[src/port_pin_pkg.sv]
// constants, types and the port register map for the configurable port pin block
// Overview of operation
// - two mode bits per port: 00 quasi, 01 push-pull, 10 input-only, 11 open-drain
// - mode register: port3 bits 7:6, port2 5:4, port1 3:2, port0 1:0
// - tristate fuse enabled: ports 0-3 come out of reset input-only
// - fuse disabled: ports 1-3 quasi and pulled high, port 0 open-drain
// - port 4 is always quasi-bidirectional whatever fuse or mode register say
// - power-down gates all input buffers except both irq pins and both osc pins
// - quasi: very weak pull-up is on whenever the latch bit is one
// - quasi: weak pull-up on only while latch bit and sensed pin are both one
// - quasi: latch bit rising zero to one gives exactly one cycle of strong pull-up
// - latch bit zero in quasi, open-drain or push-pull drives the pin low strongly
// - input-only: drivers and every pull-up off, pin left floating
// - open-drain: no pull-ups, pull-down only while latch bit is zero
// - push-pull: continuous strong pull-up while the latch bit is one
// - plain port read returns sensed pin levels, not the latch
// - read-modify-write reads return the latch contents
// - single-bit write reads the latch byte, changes one bit, writes it back
// - 34 to 40 pins free: osc pins freed by RC osc, strobes take pins
// - each alternate function output is ANDed with the pin's latch bit
// - external bus owns port 0 and port 2 direction, mode bits ignored
package port_pin_pkg;

	// register addresses
	localparam logic [7:0] ADDR_PORT0      = 8'h80;
	localparam logic [7:0] ADDR_PORT1      = 8'h90;
	localparam logic [7:0] ADDR_PORT2      = 8'hA0;
	localparam logic [7:0] ADDR_PORT3      = 8'hB0;
	localparam logic [7:0] ADDR_PORT4      = 8'hD8;
	localparam logic [7:0] ADDR_PORT_MODE  = 8'hC1;

	// reset values
	localparam logic [7:0] MODE_RST_NORMAL = 8'h03;
	localparam logic [7:0] MODE_RST_TRIST  = 8'hAA;
	localparam logic [7:0] LATCH_RST       = 8'hFF;
	localparam logic [7:0] RDATA_UNMAPPED  = 8'h00;

	// field layout of the mode register
	localparam int MODE_FIELD_W = 2;
	localparam int NUM_PORTS    = 5;
	localparam int PIN_W        = 8;
	localparam int ALL_PINS     = NUM_PORTS * PIN_W;

	// pins that keep their input buffer in power-down (flat index port*8+bit)
	localparam logic [39:0] PD_KEEP_MASK  = 40'hC0_0C00_0000;
	// oscillator pins on port 4 bits 6 and 7
	localparam int OSC_IN_IDX  = 38;
	localparam int OSC_OUT_IDX = 39;
	// strobe pins taken by the external bus (port 3 bits 6,7; port 4 bits 4,5)
	localparam logic [39:0] DATA_STROBE_MASK = 40'h20_C000_0000;
	localparam logic [39:0] PROG_STROBE_MASK = 40'h30_0000_0000;

	// port modes, encoded {high bit, low bit}
	typedef enum logic [1:0] {
		MODE_QUASI  = 2'h0,
		MODE_PUSH   = 2'h1,
		MODE_INPUT  = 2'h2,
		MODE_OPEN   = 2'h3
	} port_mode_t;

	// oscillator source
	typedef enum logic [1:0] {
		OSC_CRYSTAL = 2'h0,
		OSC_EXT_CLK = 2'h1,
		OSC_RC      = 2'h2
	} osc_src_t;

	// per pin drive controls, flat index port*8+bit
	typedef struct packed {
		logic [39:0] oe;       // strong driver enabled
		logic [39:0] out;      // strong driver level
		logic [39:0] pu_weak;  // weak pull-up
		logic [39:0] pu_vweak; // very weak pull-up
		logic [39:0] in_en;    // input buffer enabled
	} pin_drive_t;

	// external memory bus request
	typedef struct packed {
		logic       active;
		logic       prog;     // program fetch in use
		logic       data;     // data read/write in use
		logic       p0_oe;
		logic [7:0] p0_out;
		logic [7:0] p2_out;
	} ext_bus_t;

endpackage : port_pin_pkg

[src/pin_sync.sv]
// two-flop synchroniser for the port pin levels
`timescale 1ns/1ps
module pin_sync #(
	parameter int WIDTH = 40
) (
	// clock and reset
	input  wire logic             i_clk_sys,
	input  wire logic             i_rst_b,
	// levels
	input  wire logic [WIDTH-1:0] i_async,
	output logic      [WIDTH-1:0] o_sync
);

	logic [WIDTH-1:0] meta_q;
	logic [WIDTH-1:0] sync_q;

	// first stage feeds only the second
	always_ff @(posedge i_clk_sys) begin
		if (!i_rst_b) begin
			meta_q <= '0;
			sync_q <= '0;
		end else begin
			meta_q <= i_async;
			sync_q <= meta_q;
		end
	end

	assign o_sync = sync_q;

endmodule : pin_sync

[src/port_pin_ctrl.sv]
// configurable port pin control: latches, mode register and per pin drivers
`timescale 1ns/1ps
module port_pin_ctrl
	import port_pin_pkg::*;
#(
	parameter int PORTS = NUM_PORTS
) (
	// clock and reset
	input  wire logic        i_clk_sys,
	input  wire logic        i_rst_b,
	// register port
	input  wire logic [7:0]  i_addr,
	input  wire logic [7:0]  i_wdata,
	input  wire logic        i_wr,
	input  wire logic        i_rd,
	input  wire logic        i_rd_latch,
	input  wire logic        i_bit_wr,
	input  wire logic [2:0]  i_bit_idx,
	input  wire logic        i_bit_val,
	output logic      [7:0]  o_rdata,
	// configuration and power
	input  wire logic        i_fuse_tristate,
	input  wire logic        i_pwr_down,
	input  wire logic [1:0]  i_osc_src,
	// peripherals and external bus
	input  wire logic [39:0] i_alt_out,
	input  wire ext_bus_t    i_bus,
	// pins
	input  wire logic [39:0] i_pin,
	output pin_drive_t       o_drive,
	output logic      [39:0] o_pin_sensed,
	output logic      [39:0] o_pin_avail
);

	// the flat pin maps are laid out for exactly five ports
	if (PORTS != NUM_PORTS) begin : g_bad_ports
		$error("port_pin_ctrl supports five ports only");
	end

	// mode of one port; port 4 is fixed
	function automatic port_mode_t port_mode(input logic [7:0] mreg, input int p);
		port_mode_t m;
		m = MODE_QUASI;
		if (p < 4) begin
			m = port_mode_t'(mreg[p*MODE_FIELD_W +: MODE_FIELD_W]);
		end
		return m;
	endfunction : port_mode

	// address to latch index, or 7 for none
	function automatic logic [2:0] port_sel(input logic [7:0] a);
		logic [2:0] s;
		s = 3'h7;
		unique case (a)
			ADDR_PORT0: s = 3'h0;
			ADDR_PORT1: s = 3'h1;
			ADDR_PORT2: s = 3'h2;
			ADDR_PORT3: s = 3'h3;
			ADDR_PORT4: s = 3'h4;
			default:    s = 3'h7;
		endcase
		return s;
	endfunction : port_sel

	// registers
	logic [7:0]  mode_q;
	logic [39:0] latch_q;
	logic [39:0] latch_d;
	logic [39:0] eff_prev_q;
	logic [7:0]  rdata_q;
	logic [7:0]  rdata_d;
	pin_drive_t  drive_q;
	pin_drive_t  drive_d;
	logic [39:0] sensed_q;
	logic [39:0] avail_q;
	logic [39:0] avail_d;

	// synchronised pin levels
	logic [39:0] pin_sync_lvl;

	pin_sync #(
		.WIDTH (ALL_PINS)
	) u_pin_sync (
		.i_clk_sys (i_clk_sys),
		.i_rst_b   (i_rst_b),
		.i_async   (i_pin),
		.o_sync    (pin_sync_lvl)
	);

	// register access decode
	wire logic [2:0] wr_sel    = port_sel(i_addr);
	wire logic       wr_port   = i_wr && (wr_sel != 3'h7);
	wire logic       wr_mode   = i_wr && (i_addr == ADDR_PORT_MODE);
	wire logic       bit_port  = i_bit_wr && (wr_sel != 3'h7);
	wire logic [5:0] byte_base = {wr_sel, 3'h0};
	wire logic [7:0] cur_latch = (wr_sel != 3'h7) ? latch_q[byte_base +: 8] : 8'h00;

	// single-bit write: whole latch byte read, one bit changed, written back
	logic [7:0] bit_merged;
	always_comb begin
		bit_merged            = cur_latch;
		bit_merged[i_bit_idx] = i_bit_val;
	end

	// next latch contents
	always_comb begin
		latch_d = latch_q;
		if (wr_port) begin
			latch_d[byte_base +: 8] = i_wdata;
		end else if (bit_port) begin
			latch_d[byte_base +: 8] = bit_merged;
		end
	end

	// read data: plain reads see the pins, read-modify-write sees the latch
	wire logic [7:0] pin_byte = (wr_sel != 3'h7) ? sensed_q[byte_base +: 8] : 8'h00;
	always_comb begin
		rdata_d = RDATA_UNMAPPED;
		if (i_rd && (i_addr == ADDR_PORT_MODE)) begin
			rdata_d = mode_q;
		end else if (i_rd && (wr_sel != 3'h7)) begin
			rdata_d = i_rd_latch ? cur_latch : pin_byte;
		end
	end

	// latch and mode register
	always_ff @(posedge i_clk_sys) begin
		if (!i_rst_b) begin
			latch_q <= {ALL_PINS{1'b1}} & {5{LATCH_RST}};
		end else begin
			latch_q <= latch_d;
		end
	end

	// the fuse is read at reset; a mode write takes over afterwards
	always_ff @(posedge i_clk_sys) begin
		if (!i_rst_b) begin
			mode_q <= i_fuse_tristate ? MODE_RST_TRIST : MODE_RST_NORMAL;
		end else if (wr_mode) begin
			mode_q <= i_wdata;
		end
	end

	// effective output bit: latch gated by the alternate function
	wire logic [39:0] eff_out  = latch_q & i_alt_out;
	wire logic [39:0] eff_rise = eff_out & ~eff_prev_q;

	// pins that the oscillator or the external bus strobes keep
	always_comb begin
		avail_d = {ALL_PINS{1'b1}};
		if (osc_src_t'(i_osc_src) != OSC_RC) begin
			avail_d[OSC_OUT_IDX] = 1'b0;
		end
		if (osc_src_t'(i_osc_src) == OSC_CRYSTAL) begin
			avail_d[OSC_IN_IDX] = 1'b0;
		end
		if (i_bus.active && i_bus.prog) begin
			avail_d = avail_d & ~PROG_STROBE_MASK;
		end
		if (i_bus.active && i_bus.data) begin
			avail_d = avail_d & ~DATA_STROBE_MASK;
		end
	end

	// input buffers gated in power-down
	wire logic [39:0] in_en_d = i_pwr_down ? PD_KEEP_MASK : {ALL_PINS{1'b1}};
	wire logic [39:0] sensed_d = pin_sync_lvl & in_en_d;

	// per pin drive decision
	always_comb begin
		port_mode_t m;
		int         i;
		m       = MODE_QUASI;
		i       = 0;
		drive_d = '0;
		drive_d.in_en = in_en_d;
		for (int p = 0; p < NUM_PORTS; p++) begin
			m = port_mode(mode_q, p);
			for (int b = 0; b < PIN_W; b++) begin
				i = p * PIN_W + b;
				unique case (m)
					MODE_QUASI: begin
						drive_d.oe[i]       = ~eff_out[i] | eff_rise[i];
						drive_d.out[i]      = eff_rise[i];
						drive_d.pu_vweak[i] = eff_out[i];
						drive_d.pu_weak[i]  = eff_out[i] & sensed_q[i];
					end
					MODE_PUSH: begin
						drive_d.oe[i]  = 1'b1;
						drive_d.out[i] = eff_out[i];
					end
					MODE_INPUT: begin
						drive_d.oe[i] = 1'b0;
					end
					MODE_OPEN: begin
						drive_d.oe[i]  = ~eff_out[i];
						drive_d.out[i] = 1'b0;
					end
				endcase
			end
		end
		// external bus owns port 2 as address out and port 0 as address/data
		if (i_bus.active) begin
			for (int b = 0; b < PIN_W; b++) begin
				drive_d.oe[2*PIN_W+b]       = 1'b1;
				drive_d.out[2*PIN_W+b]      = i_bus.p2_out[b];
				drive_d.pu_weak[2*PIN_W+b]  = 1'b0;
				drive_d.pu_vweak[2*PIN_W+b] = 1'b0;
				drive_d.oe[b]               = i_bus.p0_oe;
				drive_d.out[b]              = i_bus.p0_out[b];
				drive_d.pu_weak[b]          = 1'b0;
				drive_d.pu_vweak[b]         = 1'b0;
			end
		end
		// pins held by the oscillator or the bus strobes are released here
		drive_d.oe       = drive_d.oe & avail_d;
		drive_d.out      = drive_d.out & avail_d;
		drive_d.pu_weak  = drive_d.pu_weak & avail_d;
		drive_d.pu_vweak = drive_d.pu_vweak & avail_d;
	end

	// output and history registers
	always_ff @(posedge i_clk_sys) begin
		if (!i_rst_b) begin
			eff_prev_q <= '1;
			rdata_q    <= RDATA_UNMAPPED;
			drive_q    <= '0;
			sensed_q   <= '0;
			avail_q    <= '0;
		end else begin
			eff_prev_q <= eff_out;
			rdata_q    <= rdata_d;
			drive_q    <= drive_d;
			sensed_q   <= sensed_d;
			avail_q    <= avail_d;
		end
	end

	assign o_rdata      = rdata_q;
	assign o_drive      = drive_q;
	assign o_pin_sensed = sensed_q;
	assign o_pin_avail  = avail_q;

endmodule : port_pin_ctrl

[config.mk]
export PLATFORM = sky130hd
export DESIGN_NAME = port_pin_ctrl
export DESIGN_NICKNAME = d
export VERILOG_FILES = /design/src/port_pin_pkg.sv /design/src/pin_sync.sv /design/src/port_pin_ctrl.sv
export SDC_FILE = /design/constraint.sdc
export NUM_CORES = 1
export LEC_CHECK = 0
export BUFFER_PORTS_ARGS = -buffer_cell sky130_fd_sc_hd__buf_2
export CORE_ASPECT_RATIO = 0.7
export CORE_MARGIN = 5
export CORE_UTILIZATION = 55
export DETAILED_ROUTE_END_ITERATION = 16
export GPL_TIMING_DRIVEN = 1
export PLACE_DENSITY = 0.95
export SLEW_MARGIN = 25
export SYNTH_ARGS = -nofsm -noshare
export SYNTH_HDL_FRONTEND = slang
export SYNTH_HIERARCHICAL = 1
export SYNTH_SLANG_ARGS = --single-unit
[constraint.sdc]
create_clock -name i_clk_sys -period 5.4 [get_ports i_clk_sys]
set_input_delay 0.27 -clock i_clk_sys [delete_from_list [all_inputs] [get_ports i_clk_sys]]
set_output_delay 0.27 -clock i_clk_sys [all_outputs]
set_load 0.005 [all_outputs]
==> metrics.csv, run 1 <==
metric;value;unit
fmaxAchievable;288;MHz
critPathLaunchType;primary input;
path_cells;buf_2, nand4bb_4, or2_1, and2_4, inv_1, ha_1, ha_1, o21a_1, o211ai_1, a2111oi_2, nand2b_1, a21oi_1, o21ai_1;
required;5.77;ns
rsz0062_at_grt;no;
p_clk_share;43.1;%
pwr_density_cell;361;mW/mm^2
cts.htree.levels;2;
tightest_slew;0.920;ns
syn_to_final_growth;26.6;%
met3_usage;9.77;%
critPathCaptureType;flip-flop;
die_w;196;um
p_leak;8.16;nW
grt_overflow;0;
core_area;0.0237;sq mm
tns;0;ns
cp_max_fo;24;
placement.io_buffers;417;
cts_made_buffers;34;
rows;47;
grt_pass1_wl;69600;um
finalHoldViolations;0;
slowest_stage;a2111oi_2;
rr_endpoint;o_drive[81];
dr.first_iter.drc_count;1013;
die-area;0.0274;sq mm
drive_gt1_share;32.3;%
comb_power_share;7.5;%
grt_max_degree;69;
cts.clk_slew.worst_paths;0.07;ns
drt-wirelength-per-cell;22.9;um
synth_edf_count;8;
chipHeight;140;um
via_per_inst;5.57;
synth_mux_area_share;1.78;%
switching_share;23.4;%
place_congestion;0.981;
slew_viol_final;0;
totalWireLength;47500;um
relSlewSlack;38.7;%
vdd_ir_drop_max;0.293;mV
final_cells;2075;
holdCritStartpoint;i_pin[8];
start_util;56.1;%
synth-simple-area-share;22.7;%
synth_fa_ha_area_share;0.282;%
dpl.cell_count;1950;
rr_startpoint;mode_q[1];
min_period;3.48;ns
crit_top_cell;ha_1;
use_met1;42.8;%
synth-xor-area-share;0;%
path_class;primary input to flip-flop;
syn_inst;1340;
slowest_delay;0.50;ns
cts_buffer_depth;3;
crit_end;latch_q[39];
num_vias;11600;
use_met2;52.8;%
ff2ff_path_depth;4;
power.switching;1.42;mW
status;finished clean;
synth_top_family_by_area;simple AND/OR/NAND/NOR gates;
synth_compound_area_share;10.2;%
cts_tree;built;
cts.sink_count;383;
insertion_delay;0.53;ns
fin_crit_sh;64.4;%
final_antenna_net_count;0;
seqPwrFrac;49.4;%
hold_path.class;primary input to flip-flop;
hold_slack;0.0163;ns
synth_warnings;6;
p_int;4.65;mW
critPathArrivalTime;3.85;ns
synth_area;0.0133;sq mm
cts_root_buf;clkbuf_16;
skew;0.0266;ns
nets;1862;
ys_seq_elements;383;
route.detailed.drc;0;
io_pins;418;
post_cts_buffers;0;
synth_fp_nets;1473;
place_hpwl;32800;um
ys.flop_type;dfxtp_1;
cap_violations;0;
grt_usage;32.9;%
dr.pass1.iters;5;
r2r_slack;3.21;ns
grt_pass1_vias;11200;
grt-busiest-layer;met2;
synth_cell_types;66;
cp-startpoint;i_addr[5];
avgSynthCellArea;9.92;sq um
antenna_found_initial;6;
synth_seq_area_share;58.3;%
async_flop_share;0;%
setup_viol;0;
==> sequential cells by signal, indices dropped and copies added, names as in the netlist <==
register	cells
latch_q	40
o_pin_sensed	40
u_pin_sync/o_sync	40
mode_q	8
eff_prev_q	40
o_pin_avail	5
o_drive	162
u_pin_sync/meta_q	40
o_rdata	8
==> per-layer routing <==
layer,vias up,routed length (um)
met1,5447,18100
met2,778,21700
li1,5187,-
met4,4,1820
met5,-,32
met3,140,5840
==> worst max-delay path, delay by kind of cell <==
family | cells | cell delay (ns)
AND/OR/NAND/NOR | 4 | 1.51
adder cells (fa/ha/maj) | 2 | 0.49
AO/OA/AOI/OAI | 5 | 1.15
buffers and inverters | 2 | 0.40
==> what timing repair did <==
item,in CTS,in global routing
resized for setup,0,0
hold buffers,61,0
hold endpoints to repair,61,0
==> metrics by stage <==
stage	cell area (sq um)	worst slack [ns]	util [%]	total power, mW
floorplan	13300	2.41	-	3.28
CTS	16800	2.05	71.0	6.03
global placement	15000	1.62	63.3	3.45
finish	16800	1.92	71.0	6.07
global route	16800	1.64	71.0	6.24
detailed placement	15000	1.52	63.3	3.46
==> area by class of cell <==
cell class / instances / area, sq um
sequential: 383 / 7750
fill: 1675 / 6870
multi-input combinational: 810 / 4670
timing repair buffer: 483 / 2740
clock buffer: 51 / 1060
tap: 318 / 398
clock inverter: 11 / 154
inverter: 17 / 63.8
antenna: 2 / 5.00
==> cells in the mapped netlist, drive strengths merged, types with 2 or more instances <==
library cell    n  area share, %
and3            2          0.094
a22o           16            1.1
nand3b          5           0.38
nor2b          18           0.85
o2111a          5           0.42
mux2i          18            1.4
clkbuf         41            1.2
dfxtp         375             56
o221ai          5           0.33
nor3b          10           0.56
buf            89            5.0
a311oi          2           0.13
nor4b           2           0.24
a31oi          14           0.66
a21oi          58            2.2
a221oi          2           0.13
edfxtp          8            1.8
nand4bb         3           0.38
o22ai           5           0.24
o211ai         15           0.85
and2          168            8.5
inv            14           0.40
nand2         146            4.1
nor2          137            3.9
a211oi          3           0.17
a41oi           3           0.25
or2             3           0.14
o221a           3           0.25
ha              3           0.28
o21ai          58            2.2
o21a            6           0.34
clkinv          3          0.085
o2111ai         4           0.26
nand2b          3           0.14
o211a           3           0.23
nand3          21           0.79
nor3           43            2.0
or3             5           0.24
nand4           5           0.24
a21o            2           0.11
mux2            5           0.42
==> power groups by stage <==
| stage | combinational, mW | sequential [mW] | clock (mW) |
|---|---|---|---|
| floorplan | 0.237 | 3.04 | 0 |
| global placement | 0.391 | 3.06 | 0 |
| detailed placement | 0.399 | 3.06 | 0 |
| CTS | 0.438 | 3.00 | 2.60 |
| global route | 0.490 | 3.01 | 2.74 |
| finish | 0.455 | 3.00 | 2.62 |
==> placed cells by master (no fill, tap or decap), types with 14 or more instances in the layout <==
master,n
dfxtp_1,374
and2_2,57
and2_1,110
nand3_1,21
nand2_1,145
o211ai_1,15
o21ai_1,30
buf_2,416
mux2i_1,18
a21oi_1,58
a31oi_1,14
clkbuf_16,36
a22o_1,16
dlygate4sd3_1,61
nor2b_1,18
o21ai_0,26
inv_1,14
nor3_1,33
nor2_1,135
==> kinds of logic (layout without fill, tap and decap cells) <==
| group | after synthesis | after routing |
|---|---|---|
| flops | 383 | 383 |
| other cells | 0 | 2 |
| fa+ha+maj | 3 | 3 |
| compound gates | 209 | 209 |
| simple gates | 575 | 575 |
| buf+inv | 147 | 562 |
| mux | 23 | 23 |
==> worst min path at each step <==
stage,end,depth (start not counted)
finish,u_pin_sync/meta_q[8],2
global route,u_pin_sync/meta_q[8],2
CTS,u_pin_sync/meta_q[8],2
detailed placement,o_drive[154],1
global placement,o_drive[154],1
floorplan,o_drive[27],0
No activity file was read; power rests on OpenSTA's default activity.
==> inputs of run 2 (changes only) <==
--- a/config.mk
+++ b/config.mk
@@ -8,10 +8,10 @@
 export BUFFER_PORTS_ARGS = -buffer_cell sky130_fd_sc_hd__buf_2
 export CORE_ASPECT_RATIO = 0.7
 export CORE_MARGIN = 5
-export CORE_UTILIZATION = 55
+export CORE_UTILIZATION = 46
 export DETAILED_ROUTE_END_ITERATION = 16
 export GPL_TIMING_DRIVEN = 1
-export PLACE_DENSITY = 0.95
+export PLACE_DENSITY = 0.88
 export SLEW_MARGIN = 25
 export SYNTH_ARGS = -nofsm -noshare
 export SYNTH_HDL_FRONTEND = slang
==> constraint.sdc (replaced) <==
create_clock -name i_clk_sys -period 2.9 [get_ports i_clk_sys]
set_input_delay 0.145 -clock i_clk_sys [delete_from_list [all_inputs] [get_ports i_clk_sys]]
set_output_delay 0.145 -clock i_clk_sys [all_outputs]
set_load 0.005 [all_outputs]
==> run 2 against run 1 <==
Effect of this change: core utilization decreased by 9.5 points; combinational power is 110% higher; final cell count grew 7.5%; clock power is 76% higher; die area rose by 18%; sequential cell count stayed put; clock skew hardly changed; count of clock-buffer cells in the layout did not move; routed wire length rose by 0.51%; critical path depth up 1; largest cell class unchanged; highest routed layer unchanged.
==> metrics.csv, run 2 (same netlist as run 1, synthesis figures left out) <==
metric;value;unit;change
status;finished clean;;unchanged
critPathLaunchType;primary input;;unchanged
grt_pass1_wl;69700;um;was 69600 um
cts_root_buf;clkbuf_16;;unchanged
fill_cells;2263;;was 1675
totalWireLength;47700;um;was 47500 um
dr.pass1.iters;5;;unchanged
skew;0.0267;ns;was 0.0266 ns
wl_met1;20100;um;was 18100 um
dr.first_iter.drc_count;1056;;was 1013
start_util;46.3;%;was 56.1%
finalHoldViolations;0;;unchanged
die-area;0.0325;sq mm;was 0.0274 sq mm
place_hpwl;35100;um;was 32800 um
largest_register_ffs;162;;unchanged
vdd_ir_drop_max;0.513;mV;was 0.293 mV
p_total;11.1;mW;was 6.07 mW
hold_path.class;primary input to flip-flop;;unchanged
fin_crit_sh;81.1;%;
cts_tree;built;;unchanged
cts.htree.levels;2;;unchanged
p_int;8.50;mW;was 4.65 mW
tightest_slew;0.810;ns;was 0.920 ns
drt-wirelength-per-cell;21.4;um;was 22.9 um
place_congestion;0.949;;was 0.981
cts_made_buffers;36;;was 34
critPathCaptureType;flip-flop;;unchanged
path_class;primary input to flip-flop;;unchanged
route.detailed.drc;0;;unchanged
wl_met2;21700;um;about the same
chipHeight;152;um;was 140 um
cts.sink_count;383;;unchanged
layout.cells.most_common;buf_2;;unchanged
met3WireLength;4570;um;was 5840 um
p_leak;8.53;nW;was 8.16 nW
antenna_found_initial;9;;was 6
required;3.31;ns;was 5.77 ns
final_antenna_net_count;0;;unchanged
rows;52;;was 47
cap_violations;0;;unchanged
grt_usage;28.0;%;was 32.9%
nets;1953;;was 1862
cts.clk_slew.worst_paths;0.07;ns;about the same
switching_share;23.4;%;about the same
fmaxAchievable;425;MHz;
final_cell_mix;416 x buf_2, 375 x dfxtp_1, 145 x nand2_1;;was 416 x buf_2, 374 x dfxtp_1, 145 x nand2_1
cp_max_fo;11;;was 24
tns;0;ns;unchanged
min_period;2.35;ns;
num_vias;11600;;about the same
setup_viol;0;;unchanged
drive_gt1_share;32.4;%;was 32.3%
placement.io_buffers;417;;unchanged
syn_to_final_growth;32.7;%;was 26.6%
critPathArrivalTime;2.77;ns;was 3.85 ns
cts.repair.resized;0;;unchanged
io_pins;418;;unchanged
pwr_density_cell;630;mW/mm^2;was 361 mW/mm^2
die_w;213;um;was 196 um
insertion_delay;0.54;ns;was 0.53 ns
top_layer;met5;;unchanged
rsz0062_at_grt;no;;unchanged
cts_buffer_depth;3;;unchanged
seqPwrFrac;50.2;%;was 49.4%
p_clk_share;41.4;%;was 43.1%
via_per_inst;5.21;;was 5.57
grt_pass1_vias;11500;;was 11200
core_area;0.0287;sq mm;was 0.0237 sq mm
power.switching;2.60;mW;was 1.42 mW
slew_viol_final;0;;unchanged
relSlewSlack;45.9;%;was 38.7%
grt_max_degree;74;;was 69
grt_overflow;0;;unchanged
comb_power_share;8.4;%;was 7.5%
multi_input_area;0.00466;sq mm;was 0.00467 sq mm
regArea;0.00775;sq mm;about the same
-- run 2: worst max-delay path, cell delays in order --
cell and delay (ns):
buf_2 0.14, nand4bb_1 0.16, or2_1 0.20, and2_4 0.19, inv_1 0.05, ha_1 0.17
ha_1 0.30, o21a_1 0.15, o211ai_1 0.15, a2111oi_2 0.52, nand2_1 0.12, buf_4 0.20
nor3_1 0.19, o21ai_1 0.07
-- run 2: area by class of cell --
type | count | area share, %
inverter | 17 | 0.362
tap | 378 | 2.68
sequential | 383 | 43.9
antenna | 6 | 0.0851
timing repair buffer | 572 | 20.0
multi-input combinational | 810 | 26.4
clock buffer | 51 | 5.84
clock inverter | 13 | 0.631
-- run 2: layer usage --
layer | vias to the layer above | global-route usage, %
met2 | 642 | 44.7
met3 | 120 | 6.32
met1 | 5476 | 38.3
met4 | 4 | 7.96
met5 | - | 0
li1 | 5367 | -
-- run 2: power by group through the flow --
| stage | Sequential, mW | Combinational (mW) | Clock [mW] |
|---|---|---|---|
| floorplan | 5.67 | 0.442 | 0 |
| global route | 5.59 | 1.01 | 4.86 |
| global placement | 5.68 | 0.770 | 0 |
| CTS | 5.57 | 0.912 | 4.63 |
| detailed placement | 5.69 | 0.786 | 0 |
| finish | 5.58 | 0.934 | 4.60 |
-- run 2: path summary, 6_finish.rpt --
check,to,start,slack (ns),depth (start not counted)
hold reg to reg,o_drive[153],eff_prev_q[33],0.42,1
setup / recovery,latch_q[16],i_addr[1],0.55,14
setup reg to reg,o_drive[167],mode_q[0],0.83,4
hold / removal,o_drive[182],i_bus[19],0.05,3
-- run 2: metrics by stage --
step | std cells | area, sq um | hold slack [ns] | worst slack (ns) | utilization (%)
detailed placement | 2047 | 15400 | 0.359 | 0.0533 | 53.5
CTS | 2224 | 17600 | 0.0315 | 0.605 | 61.4
global placement | 2047 | 15300 | 0.351 | 0.147 | 53.5
finish | 2230 | 17600 | 0.0535 | 0.548 | 61.5
floorplan | 1340 | 13300 | 0.173 | 0.0317 | -
global route | 2227 | 17600 | 0.0411 | 0.403 | 61.5
-- run 2: repair_timing --
| item | in CTS | in global routing |
|---|---|---|
| buffers inserted | 0 | 0 |
| setup endpoints to repair | 0 | 0 |
| endpoints found under the hold margin | 164 | 0 |
| hold buffers | 113 | 0 |
